$ cat config.mk
export PLATFORM = sky130hd
export DESIGN_NAME = ipm_top
export DESIGN_NICKNAME = d
export VERILOG_FILES = /design/src/hw/ipm_pkg.sv /design/src/hw/ipm_redundancy_check.sv /design/src/hw/ipm_top.sv
export SDC_FILE = /design/constraint.sdc
export NUM_CORES = 1
export LEC_CHECK = 0
export BUFFER_PORTS_ARGS = -buffer_cell sky130_fd_sc_hd__clkbuf_2
export CORE_AREA = 2 2 169 171
export CTS_BUF_LIST = sky130_fd_sc_hd__clkbuf_4
export DETAILED_ROUTE_END_ITERATION = 8
export DIE_AREA = 0 0 171 173
export GPL_TIMING_DRIVEN = 0
export PLACE_DENSITY = 0.8
export SYNTH_ARGS = -nofsm -noshare
export SYNTH_HDL_FRONTEND = slang
export SYNTH_SLANG_ARGS = --single-unit
$ cat constraint.sdc
create_clock -name CORE_CLK -period 8.3 [get_ports CORE_CLK]
set_input_delay 0.83 -clock CORE_CLK [delete_from_list [all_inputs] [get_ports CORE_CLK]]
set_output_delay 0.83 -clock CORE_CLK [all_outputs]
set_load 0.05 [all_outputs]
$ cat src/hw/ipm_pkg.sv
package ipm_pkg;
    // APB register byte offsets
    localparam logic [7:0] CTRL_OFS = 8'h00;      // Command and configuration
    localparam logic [7:0] STAT_OFS = 8'h04;      // Busy and fault summary
    localparam logic [7:0] SC_OFS = 8'h08;        // Sum of cells result
    localparam logic [7:0] TEMP_OFS = 8'h0C;      // Die temperature result
    localparam logic [7:0] VA_OFS = 8'h10;        // Analog supply result
    localparam logic [7:0] VD_OFS = 8'h14;        // Digital supply result
    // Control register field positions
    localparam int CTRL_GO_BIT = 0;               // Write 1 starts a command
    localparam int CTRL_RED_BIT = 1;              // Redundant variant
    localparam int CTRL_MODE_LSB = 4;             // ADC mode, 3 bits
    localparam int CTRL_PS_LSB = 8;               // Path select, 2 bits
    localparam int CTRL_FORCE_REDUNDANCY_FAIL_BIT = 12;            // Force failure
    // Status register field positions
    localparam int STAT_BUSY_BIT = 0;
    localparam int STAT_FAULT_LSB = 4;            // One bit per parameter
    // Result reset value and fault code
    localparam logic [15:0] RESULT_RST = 16'h0000;
    localparam logic [11:0] FAULT_HI = 12'hFF0;
    localparam logic [15:0] RESULT_MAX = 16'hDFFF;
    // Per-parameter completion times, microseconds from command start, per mode (t1M..t4C)
    localparam int CLK_MHZ = 125;
    localparam int NUM_MODES = 8;
    // Completion times of each of the four results, then end of command
    localparam int T_US [NUM_MODES][5] = '{
        '{58, 104, 151, 198, 742},
        '{87, 163, 238, 314, 858},
        '{145, 279, 413, 547, 1556},
        '{261, 512, 762, 1012, 2022},
        '{494, 977, 1460, 1943, 2953},
        '{960, 1908, 2857, 3805, 4814},
        '{1890, 3770, 5649, 7529, 8538},
        '{29818, 59624, 89431, 119238, 134211}};
    // Bus side carrier
    typedef struct packed {
        logic go;
        logic redundant;
        logic [2:0] mode;
        logic [1:0] path_select;
        logic force_fail;
    } ipm_cmd_type;
endpackage

$ cat src/hw/ipm_redundancy_check.sv
`timescale 1ns/1ps
// Compares primary and redundant machine results nibble by nibble
module ipm_redundancy_check (
    input wire logic [15:0] primary,
    input wire logic [15:0] shadow,
    input wire logic force_fail,
    output logic [15:0] result,
    output logic fault
);
    import ipm_pkg::*;
    logic [3:0] nib_miss; // One bit per mismatched nibble

    // Nibble mismatch flags, bit 3 covers bits 15..12
    always_comb begin
        for (int i = 0; i < 4; i++) begin
            nib_miss[i] = |(primary[i*4 +: 4] ^ shadow[i*4 +: 4]);
        end
    end

    // Forced failure marks every nibble so the low nibble is never zero
    always_comb begin
        fault = force_fail || (nib_miss != 4'h0);
        if (force_fail) begin
            result = {FAULT_HI, (nib_miss | 4'hF)};
        end else if (nib_miss != 4'h0) begin
            result = {FAULT_HI, nib_miss};
        end else begin
            result = primary;
        end
    end
endmodule

$ cat src/hw/ipm_top.sv
`timescale 1ns/1ps
// Function
// Convert four internal parameters, eight modes
// Finish within mode dependent total time
// Sum result is stack voltage thirty to one
// Store sum result in first status group
// Store die temperature in first status group
// Analog first group, digital second group
// Host sets path select 0/1 first
// Redundant and plain variants take same time
// Three primary machines plus one spare
// Plain internal conversion never applies redundancy
// Bit stream feeds both machines, compare
// Mismatch writes fault code 0xFF0 high
// Valid results lie within 0x0000..0xDFFF
// Low nibble flags mismatched result nibbles
// Fault low nibble never all zero
// Spare machine checks one ADC path
// Path select field chooses checked path (the spare always taps ADC1; select only enables the check)
// Force failure bit fails every comparison
// Internal parameters checked only with 00/01
// Order sum, temperature, analog, digital
module ipm_top (
    input wire logic CORE_CLK,
    input wire logic ARST_N,
    input wire logic PSEL,
    input wire logic PENABLE,
    input wire logic PWRITE,
    input wire logic [7:0] PADDR,
    input wire logic [31:0] PWDATA,
    output logic [31:0] PRDATA,
    output logic PREADY,
    output logic PSLVERR,
    input wire logic ADC1_BIT,
    input wire logic ADC2_BIT,
    input wire logic ADC3_BIT,
    output logic BUSY
);
    import ipm_pkg::*;

    typedef enum logic [1:0] {IDLE, CONVERT} ipm_state_type;

    // Cycles per microsecond at the core clock
    localparam int CYC_PER_US = CLK_MHZ;

    // Synchronised modulator bit streams (pin inputs)
    logic [2:0] mod_meta_q;
    logic [2:0] mod_sync_q;
    // Control fields
    ipm_cmd_type cfg_q, cfg_d;
    // Sequencer
    ipm_state_type state_q, state_d;
    logic [31:0] tick_q, tick_d;         // Cycles since command start
    logic [1:0] param_q, param_d;        // Parameter being converted
    logic red_act_q, red_act_d;          // Redundancy applies this command
    logic [2:0] mode_q, mode_d;          // Latched mode
    // Integrators: three primaries plus spare
    logic [15:0] prim_acc_q [3];
    logic [15:0] prim_acc_d [3];
    logic [15:0] spare_acc_q, spare_acc_d;
    // Results and faults
    logic [15:0] res_q [4];
    logic [15:0] res_d [4];
    logic [3:0] fault_q, fault_d;
    // Checker wiring
    logic [15:0] chk_result;
    logic chk_fault;
    logic [15:0] clamp_prim;
    logic [31:0] mark_cyc;
    logic mark_hit;
    logic bus_wr, bus_rd;
    logic [1:0] spare_src;

    // Two-stage synchroniser for the modulator streams
    always_ff @(posedge CORE_CLK or negedge ARST_N) begin
        if (!ARST_N) begin
            mod_meta_q <= 3'h0;
            mod_sync_q <= 3'h0;
        end else begin
            mod_meta_q <= {ADC3_BIT, ADC2_BIT, ADC1_BIT};
            mod_sync_q <= mod_meta_q;
        end
    end

    assign bus_wr = PSEL && PENABLE && PWRITE;
    assign bus_rd = PSEL && !PWRITE;

    // Zero wait state slave; unmapped addresses error
    always_comb begin
        PREADY = 1'b1;
        PSLVERR = PSEL && PENABLE &&
            !(PADDR inside {CTRL_OFS, STAT_OFS, SC_OFS, TEMP_OFS, VA_OFS, VD_OFS});
    end

    // Read data captured in the setup cycle, held until the next read
    always_ff @(posedge CORE_CLK or negedge ARST_N) begin
        if (!ARST_N) begin
            PRDATA <= 32'h0000_0000;
        end else if (bus_rd && !PENABLE) begin
            unique case (PADDR)
                CTRL_OFS: PRDATA <= {19'h0, cfg_q.force_fail, 2'h0, cfg_q.path_select, 1'b0,
                    cfg_q.mode, 2'h0, cfg_q.redundant, 1'b0};
                STAT_OFS: PRDATA <= {24'h0, fault_q, 3'h0, (state_q == CONVERT)};
                SC_OFS: PRDATA <= {16'h0, res_q[0]};
                TEMP_OFS: PRDATA <= {16'h0, res_q[1]};
                VA_OFS: PRDATA <= {16'h0, res_q[2]};
                VD_OFS: PRDATA <= {16'h0, res_q[3]};
                default: PRDATA <= 32'h0000_0000;
            endcase
        end
    end

    // Configuration register next state; go self-clears
    always_comb begin
        cfg_d = cfg_q;
        cfg_d.go = 1'b0;
        if (bus_wr && PADDR == CTRL_OFS) begin
            cfg_d.go = PWDATA[CTRL_GO_BIT];
            cfg_d.redundant = PWDATA[CTRL_RED_BIT];
            cfg_d.mode = PWDATA[CTRL_MODE_LSB +: 3];
            cfg_d.path_select = PWDATA[CTRL_PS_LSB +: 2];
            cfg_d.force_fail = PWDATA[CTRL_FORCE_REDUNDANCY_FAIL_BIT];
        end
    end

    always_ff @(posedge CORE_CLK or negedge ARST_N) begin
        if (!ARST_N) begin
            cfg_q <= '0;
        end else begin
            cfg_q <= cfg_d;
        end
    end

    // Completion time of the current parameter in cycles
    always_comb begin
        mark_cyc = 32'(T_US[mode_q][param_q]) * 32'(CYC_PER_US);
        mark_hit = (tick_q + 32'd1 >= mark_cyc);
    end

    // Spare machine follows ADC1 for internal parameters; selects 10/11 still
    // run it but no check is made
    assign spare_src = 2'd0;

    // Clamp primary result into the legal range
    assign clamp_prim = (prim_acc_q[0] > RESULT_MAX) ? RESULT_MAX : prim_acc_q[0];

    ipm_redundancy_check u_check (
        .primary(clamp_prim),
        .shadow((spare_acc_q > RESULT_MAX) ? RESULT_MAX : spare_acc_q),
        .force_fail(cfg_q.force_fail),
        .result(chk_result),
        .fault(chk_fault)
    );

    // Sequencer and integrators next state
    always_comb begin
        state_d = state_q;
        tick_d = tick_q;
        param_d = param_q;
        red_act_d = red_act_q;
        mode_d = mode_q;
        prim_acc_d = prim_acc_q;
        spare_acc_d = spare_acc_q;
        res_d = res_q;
        fault_d = fault_q;
        unique case (state_q)
            IDLE: begin
                if (cfg_q.go) begin
                    state_d = CONVERT;
                    tick_d = 32'd0;
                    param_d = 2'd0;
                    mode_d = cfg_q.mode;
                    // Plain command never checks; path 10/11 disables check
                    red_act_d = cfg_q.redundant && !cfg_q.path_select[1];
                    fault_d = 4'h0;
                    for (int i = 0; i < 3; i++) begin
                        prim_acc_d[i] = 16'h0000;
                    end
                    spare_acc_d = 16'h0000;
                end
            end
            CONVERT: begin
                tick_d = tick_q + 32'd1;
                // Each ADC integrates its own stream; spare taps one path
                for (int i = 0; i < 3; i++) begin
                    prim_acc_d[i] = prim_acc_q[i] + {15'h0, mod_sync_q[i]};
                end
                spare_acc_d = spare_acc_q + {15'h0, mod_sync_q[spare_src]};
                if (param_q == 2'd3 &&
                    tick_q + 32'd1 >= 32'(T_US[mode_q][4]) * 32'(CYC_PER_US)) begin
                    state_d = IDLE;
                end else if (mark_hit && tick_q + 32'd1 == mark_cyc) begin
                    // Store current parameter, compare if redundant
                    if (red_act_q) begin
                        res_d[param_q] = chk_result;
                        fault_d[param_q] = chk_fault;
                    end else begin
                        res_d[param_q] = clamp_prim;
                    end
                    prim_acc_d[0] = 16'h0000;
                    spare_acc_d = 16'h0000;
                    if (param_q != 2'd3) begin
                        param_d = param_q + 2'd1;
                    end
                end
            end
            default: state_d = IDLE;
        endcase
    end

    always_ff @(posedge CORE_CLK or negedge ARST_N) begin
        if (!ARST_N) begin
            state_q <= IDLE;
            tick_q <= 32'd0;
            param_q <= 2'd0;
            red_act_q <= 1'b0;
            mode_q <= 3'd0;
            prim_acc_q <= '{default: 16'h0000};
            spare_acc_q <= 16'h0000;
            res_q <= '{default: RESULT_RST};
            fault_q <= 4'h0;
        end else begin
            state_q <= state_d;
            tick_q <= tick_d;
            param_q <= param_d;
            red_act_q <= red_act_d;
            mode_q <= mode_d;
            prim_acc_q <= prim_acc_d;
            spare_acc_q <= spare_acc_d;
            res_q <= res_d;
            fault_q <= fault_d;
        end
    end

    assign BUSY = (state_q == CONVERT);

    // Checks
    chk_plain_nofault: assert property (@(posedge CORE_CLK) disable iff (!ARST_N)
        (state_q == CONVERT && !red_act_q) |-> fault_q == 4'h0)
        else $error("plain conversion raised fault");
    chk_fault_code: assert property (@(posedge CORE_CLK) disable iff (!ARST_N)
        chk_fault |-> (chk_result[15:4] == FAULT_HI && chk_result[3:0] != 4'h0))
        else $error("bad fault code");
    chk_nonzero_nib: assert property (@(posedge CORE_CLK) disable iff (!ARST_N)
        cfg_q.force_fail |-> chk_result[3:0] == 4'hF)
        else $error("forced fault nibble not set");
    chk_range_ok: assert property (@(posedge CORE_CLK) disable iff (!ARST_N)
        !chk_fault |-> chk_result <= RESULT_MAX)
        else $error("result out of range");
    chk_force_fail: assert property (@(posedge CORE_CLK) disable iff (!ARST_N)
        cfg_q.force_fail |-> chk_fault)
        else $error("force failure ignored");
    chk_start_busy: assert property (@(posedge CORE_CLK) disable iff (!ARST_N)
        (state_q == IDLE && cfg_q.go) |=> BUSY)
        else $error("command did not start");
    chk_order_step: assert property (@(posedge CORE_CLK) disable iff (!ARST_N)
        (BUSY && param_q != $past(param_q) && $past(BUSY)) |-> param_q == $past(param_q) + 2'd1)
        else $error("parameter order broken");
    chk_ps_high: assert property (@(posedge CORE_CLK) disable iff (!ARST_N)
        (state_q == IDLE && cfg_q.go && cfg_q.path_select[1]) |=> !red_act_q)
        else $error("redundancy on illegal path");
    cov_plain: cover property (@(posedge CORE_CLK) disable iff (!ARST_N)
        $fell(BUSY) && !red_act_q);
    cov_red: cover property (@(posedge CORE_CLK) disable iff (!ARST_N)
        $fell(BUSY) && red_act_q);
    cov_forced: cover property (@(posedge CORE_CLK) disable iff (!ARST_N)
        $fell(BUSY) && fault_q == 4'hF);
endmodule

## Word level (Yosys, flattened, before mapping)

Memories as Yosys holds them, arrays and structs flattened.
Cells that the tools add are included.

- Memories: 1
- Register bits after elaboration: 218
- Word-level logic and storage cells: 136
- Bits in read-only memories: 1280
- Input port bits: 48

- Reduce and logical (&&, ||, !) cells: 31
- Add/subtract/negate cells: 6
- Multipliers: 2
- Equal/unequal tests: 15
- Multiplexer cells: 42
- $lt $le $gt $ge: 10
- Bitwise gates (word level): 7

Memory list:

| memory | words | bits a word | read ports | clocked after Yosys merged registers in | wr ports | RTL line | source |
|---|---|---|---|---|---|---|---|
| (name not given) | 8 | 160 | 1 | 0 | 0 | ipm_top.sv:190 | `tick_q + 32'd1 >= 32'(T_US[mode_q][4]) * 32'(CYC_PER_US)) begin` |

Operator list:

| cell | count |
|---|---|
| 160-bit two-way mux | 2 |
| 16-bit two-way mux | 10 |
| 64-bit bitwise mux | 2 |
| 32-bit binary-select mux with 3-bit select | 1 |
| 32-bit two-way mux | 3 |
| 16-bit case mux with 6 select lines | 1 |
| 48-bit case mux with 2 select lines | 1 |
| 16-bit by 1-bit adder with 16-bit output | 4 |
| 32-bit greater-or-equal comparator | 2 |
| 64-bit two-way mux | 1 |
| 32-bit case mux with 2 select lines | 1 |
| 48-bit two-way mux | 1 |
| 32-bit by 1-bit adder with 32-bit output (second input constant) | 1 |
| 16-bit demux with 2-bit select | 1 |
| 32-bit equality test | 1 |
| 16-bit > comparator (second input constant) | 2 |
| 32-bit by 7-bit multiplier with 32-bit output (second input constant) | 1 |
| 32-bit by 8-bit multiplier with 32-bit output (second input constant) | 1 |
| 16-bit case mux with 2 select lines | 1 |
| 8-bit by 4-bit equality test with 1-bit output (second input constant) | 2 |
| 8-bit by 5-bit equality test with 1-bit output (second input constant) | 2 |
| 4-bit two-way mux | 4 |
| 4-bit OR reduction | 4 |
| 4-bit XOR | 4 |
| 33 further kinds | 60 |

## Depth between registers and ports, before layout

- Depth in word-level cells: 13
- Mapped depth: 36
- Mapped depth without buffers: 34

## By module

Synthesis repeated with hierarchy kept, for this count alone.

- Cell total of the unflattened synthesis: 1741
- Area total of the unflattened synthesis: 16405.7 um2

Modules (own cells, without submodules):

| module | instances | sequential area each (um2) | area each (um2) | cells each |
|---|---|---|---|---|
| ipm_top | 1 | 4129.0 | 15986.6 | 1687 |
| ipm_redundancy_check | 1 | 0.0 | 419.2 | 54 |

## Least setup slack after synthesis

No wires, ideal clock.

- Kind: register to register
- Start point: register mode_q[2]
- End point: register res_q[22] in the netlist's numbering
- Path slack: 0.203 ns
- Setup time: 0.125 ns
- Data arrival time: 7.972 ns
- Cell stages (with the launch flop): 33
- Path through: dfrtp_1 > clkbuf_1 > buf_1 > clkbuf_1 > clkbuf_1 > mux2i_1 > inv_1 > fa_1 > fa_1 > inv_1 > fa_1 > ha_1 > a21o_1 > ha_1 > a31o_2 > a21o_1 > a31o_2 > a21oi_1 > o211ai_1 > a31oi_1 > o21bai_1 > xnor2_1 > ha_1 > a21o_1 > a21oi_1 > o21ai_0 > a21oi_1 > nand4_1 > and2_1 > or4_1 > buf_6 > buf_8 > mux2_4

- Longest elaborated chain between the ends: 11

RTL lines:

| what | RTL line | source |
|---|---|---|
| start: declaration | ipm_top.sv:56 | `logic [2:0] mode_q, mode_d;` |
| start signal: assignment | ipm_top.sv:227 | `mode_q <= mode_d;` |
| 3-bit NOT with 4-bit output (implied by the code) (*) | ipm_top.sv:136, ipm_top.sv:190 |  |
| memory read 8 x 160 bit (*) | -- |  |
| 160-bit two-way mux (implied by the code) (*) (2 in series) | ipm_top.sv:190 |  |
| 32-bit binary-select mux with 3-bit select | ipm_top.sv:136 | `mark_cyc = 32'(T_US[mode_q][param_q]) * 32'(CYC_PER_US);` |
| 32-bit two-way mux (implied by the code) (2 in series) | ipm_top.sv:136 |  |
| 32-bit by 8-bit multiplier with 32-bit output | ipm_top.sv:136 |  |
| 32-bit greater-or-equal comparator / 32-bit equality test (equally long branches) | ipm_top.sv:137, ipm_top.sv:192 |  |
| 1-bit logical AND | ipm_top.sv:192 | `end else if (mark_hit && tick_q + 32'd1 == mark_cyc) begin` |
| 3-bit AND reduction (no source line) (*) | -- |  |
| end signal: assignment | ipm_top.sv:230 | `res_q <= res_d;` |
| end: declaration | ipm_top.sv:62 | `logic [15:0] res_q [4];` |

Every way passes the cells marked *; elsewhere a longest branch is shown, timed or not. The select of a mux whose other input is x is not followed.
A chain may end at the register's enable or synchronous reset.

## Worst setup path in the final report

- Start point: register mode_q[1]
- End point: register res_q[25] in the netlist's numbering

Same word-level chain as after synthesis.

==> reports/qor.yml <==
fmax_mhz: 125
r2r-end: "res_q[25]"
synthFlopType: "dfrtp_1"
drive_gt1_frac: 0.150
io_pins: 83
power_mw: 1.42
slew_violations: 0
cellPowerDensity_nw_per_um2: 80.5
leakage_nw: 9.20
syn-instance-count: 1740
routedWlPerCell_um: 18.4
cts_buffers: 17
peakVddDrop_uv: 64.9
timing.final.crit_share: 0.965
hold_path_class: "in -> async"
synth_edf_count: 0
slew_headroom: 0.227
layout_common_cells: "inv_1, ha_1, dfrtp_1"
busiest_layer: "met2"
synthXorXnorAreaFrac: 0.0742
r2r-start: "mode_q[1]"
ys_async_sr_fraction: 1.00
cts-root-buf: "clkbuf_4"
hold_violations: 0
synthAdderAreaFrac: 0.231
dp.cells: 2173
portBuffers: 39
whs_ns: 0.233
cp-start-kind: "register"
dpl.hpwl_mm: 31.7
grt_pass1_vias: 13100
postRouteAntennaNets: 0
synth_top_family_by_area: "adder cells"
required_ns: 8.80
worstPathArrival_ns: 8.50
clk_pin_slew_ns: 0.16
synth-seq-area-share: 0.254
drt-vias-per-instance: 6.02
synth-simple-area-share: 0.152
dr.pass1.iters: 6
yosysTopAreaCell: "dfrtp_1"
grt_use_met3: 0.0311
clock_path_buffers: 2
cts.sinks: 165
fin_nets: 2124
worst_pin_slew_ns: 1.15
synth_seq_cells: 165
clock_skew_ns: 0.0447
period_minus_slack_ns: 8.01
grt_start_max_net_pins: 93
area_growth_pct: 8.68
final_common_cell: "inv_1"
drt_iter0_drc: 1089
muxShareOfSynthArea: 0.0813
core-area_um2: 27600
path_class: "reg -> reg"
row_count: 61
avgSynthCellArea_um2: 9.33
final_cells: 2215
synth_area_leaders: "dfrtp_1, ha_1, fa_1"
yosysWarnings: 0
synth_area_um2: 16200
start_util: 0.588
holdBufCountCts: 0
dr_total_vias: 13300
htree_levels: 4
drv_cap: 0
end_kind: "register"
num-fill-cells: 2314
reg2reg_slack_ns: 0.29
cts_tree: "yes"
routed_wl_mm: 40.8
clk_latency_ns: 0.62
synth-compound-area-share: 0.135
fp.dieW_um: 171
antenna_found_initial: 1
yosysTopAreaCellShare: 0.254
setup-violations-final: 0
gp_congestion: 0.974
die_area_um2: 29600
rr_worst_depth: 26
use_met1: 0.361
synth_cell_types: 84
die_h_um: 173
drc: 0
use_met2: 0.477
run_status: "finished clean"
overflow: 0
crit_fanout: 10
grt_pass1_wl_mm: 66.2
grtUsageTotal: 0.279
[state kept, by name, indices dropped and copies added (netlist names), 2 cells and up]
signal / count
tick_q: 32
param_q: 2
res_q: 64
PRDATA: 16
prim_acc_q: 16
mode_q: 3
cfg_q: 8
spare_acc_q: 16
fault_q: 4
[metrics by stage]
step | utilization | instance area (µm²) | setup TNS [ns] | worst slack, ns
after floorplan | - | 16300 | 0 | 0.203
after global placement | 0.614 | 17000 | -145.27 | -1.65
after detailed placement | 0.615 | 17000 | -161.07 | -1.83
after CTS | 0.633 | 17500 | 0 | 0.0361
after global routing | 0.639 | 17600 | -0.371 | -0.0304
final | 0.639 | 17600 | 0 | 0.294
[layout make-up]
| cell class | count | area, µm² | share of cell area |
|---|---|---|---|
| inverters | 182 | 693 | 0.0393 |
| well taps | 378 | 473 | 0.0268 |
| repair buffers | 50 | 307 | 0.0174 |
| diodes | 1 | 2.50 | 0.000142 |
| flip-flops and latches | 165 | 4130 | 0.234 |
| multi-input cells | 1315 | 11200 | 0.634 |
| clock buffers | 17 | 128 | 0.00723 |
| plain buffers | 92 | 522 | 0.0296 |
| clock inverters | 15 | 201 | 0.0114 |
[report_power, final]
group | internal, mW | total [mW] | leakage (nW) | switching, mW
clock | 0.148 | 0.505 | 0.170 | 0.357
combinational | 0.0315 | 0.0972 | 6.73 | 0.0658
sequential | 0.809 | 0.818 | 2.29 | 0.00869
total | 0.989 | 1.42 | 9.20 | 0.432
[cells in the mapped netlist, drive strengths merged (25+ instances only)]
cell type	n
nand3	41
a21o	30
clkbuf	58
a21oi	80
dfrtp	165
buf	35
ha	175
and3	49
inv	177
xor2	46
nand2	145
fa	78
xnor2	76
nor2	93
o21ai	87
mux2	79
nor3	27
mux2i	25
[worst max-delay path: stages, from the launching register on]
cell and delay (ns):
dfrtp_2 0.39, clkbuf_4 0.22, buf_1 0.44, nand2_1 0.23
o2111ai_1 0.24, o21a_1 0.42, inv_1 0.17, fa_1 0.50
fa_1 0.49, inv_1 0.06, fa_1 0.53, inv_1 0.06
fa_1 0.52, inv_1 0.04, ha_1 0.26, a2111oi_4 0.32
o21ai_2 0.15, nand3_1 0.16, a211oi_1 0.10, or4_1 0.50
a2111oi_2 0.40, and3_1 0.26, o2111ai_4 0.22, or4_1 0.58
buf_6 0.17, buf_8 0.16, mux2_4 0.30
[cells by family after synthesis]
logic type,Yosys count
other cells,2
buf+inv,275
flops,165
mux,107
compound gates,335
simple gates,476
fa+ha+maj,253
xor+xnor,127
[worst max path at each step]
stage	startpoint	endpoint	slack (ns)	depth (start not counted)
final	mode_q[1]	res_q[25]	0.29	26
after global placement	mode_q[2]	res_q[11]	-1.65	24
after detailed placement	mode_q[2]	res_q[10]	-1.83	24
after global routing	mode_q[1]	spare_acc_q[3]	-0.03	26
after floorplan	mode_q[2]	res_q[22]	0.20	32
after CTS	param_q[0]	res_q[25]	0.04	27
[repair_timing]
action                     CTS  global route
hold endpoints to repair     0             0
resized for setup           39            44
setup endpoints to repair  103           101
setup buffers                8             2
pin swaps                    1             3
cloned                       0             0
[layer usage]
metal	vias to the layer above	routed length, µm
met5	-	0
li1	6193	-
met2	512	20300
met4	0	1520
met1	6527	16700
met3	111	2250
Note: power is estimated with default switching activity, not from simulation.
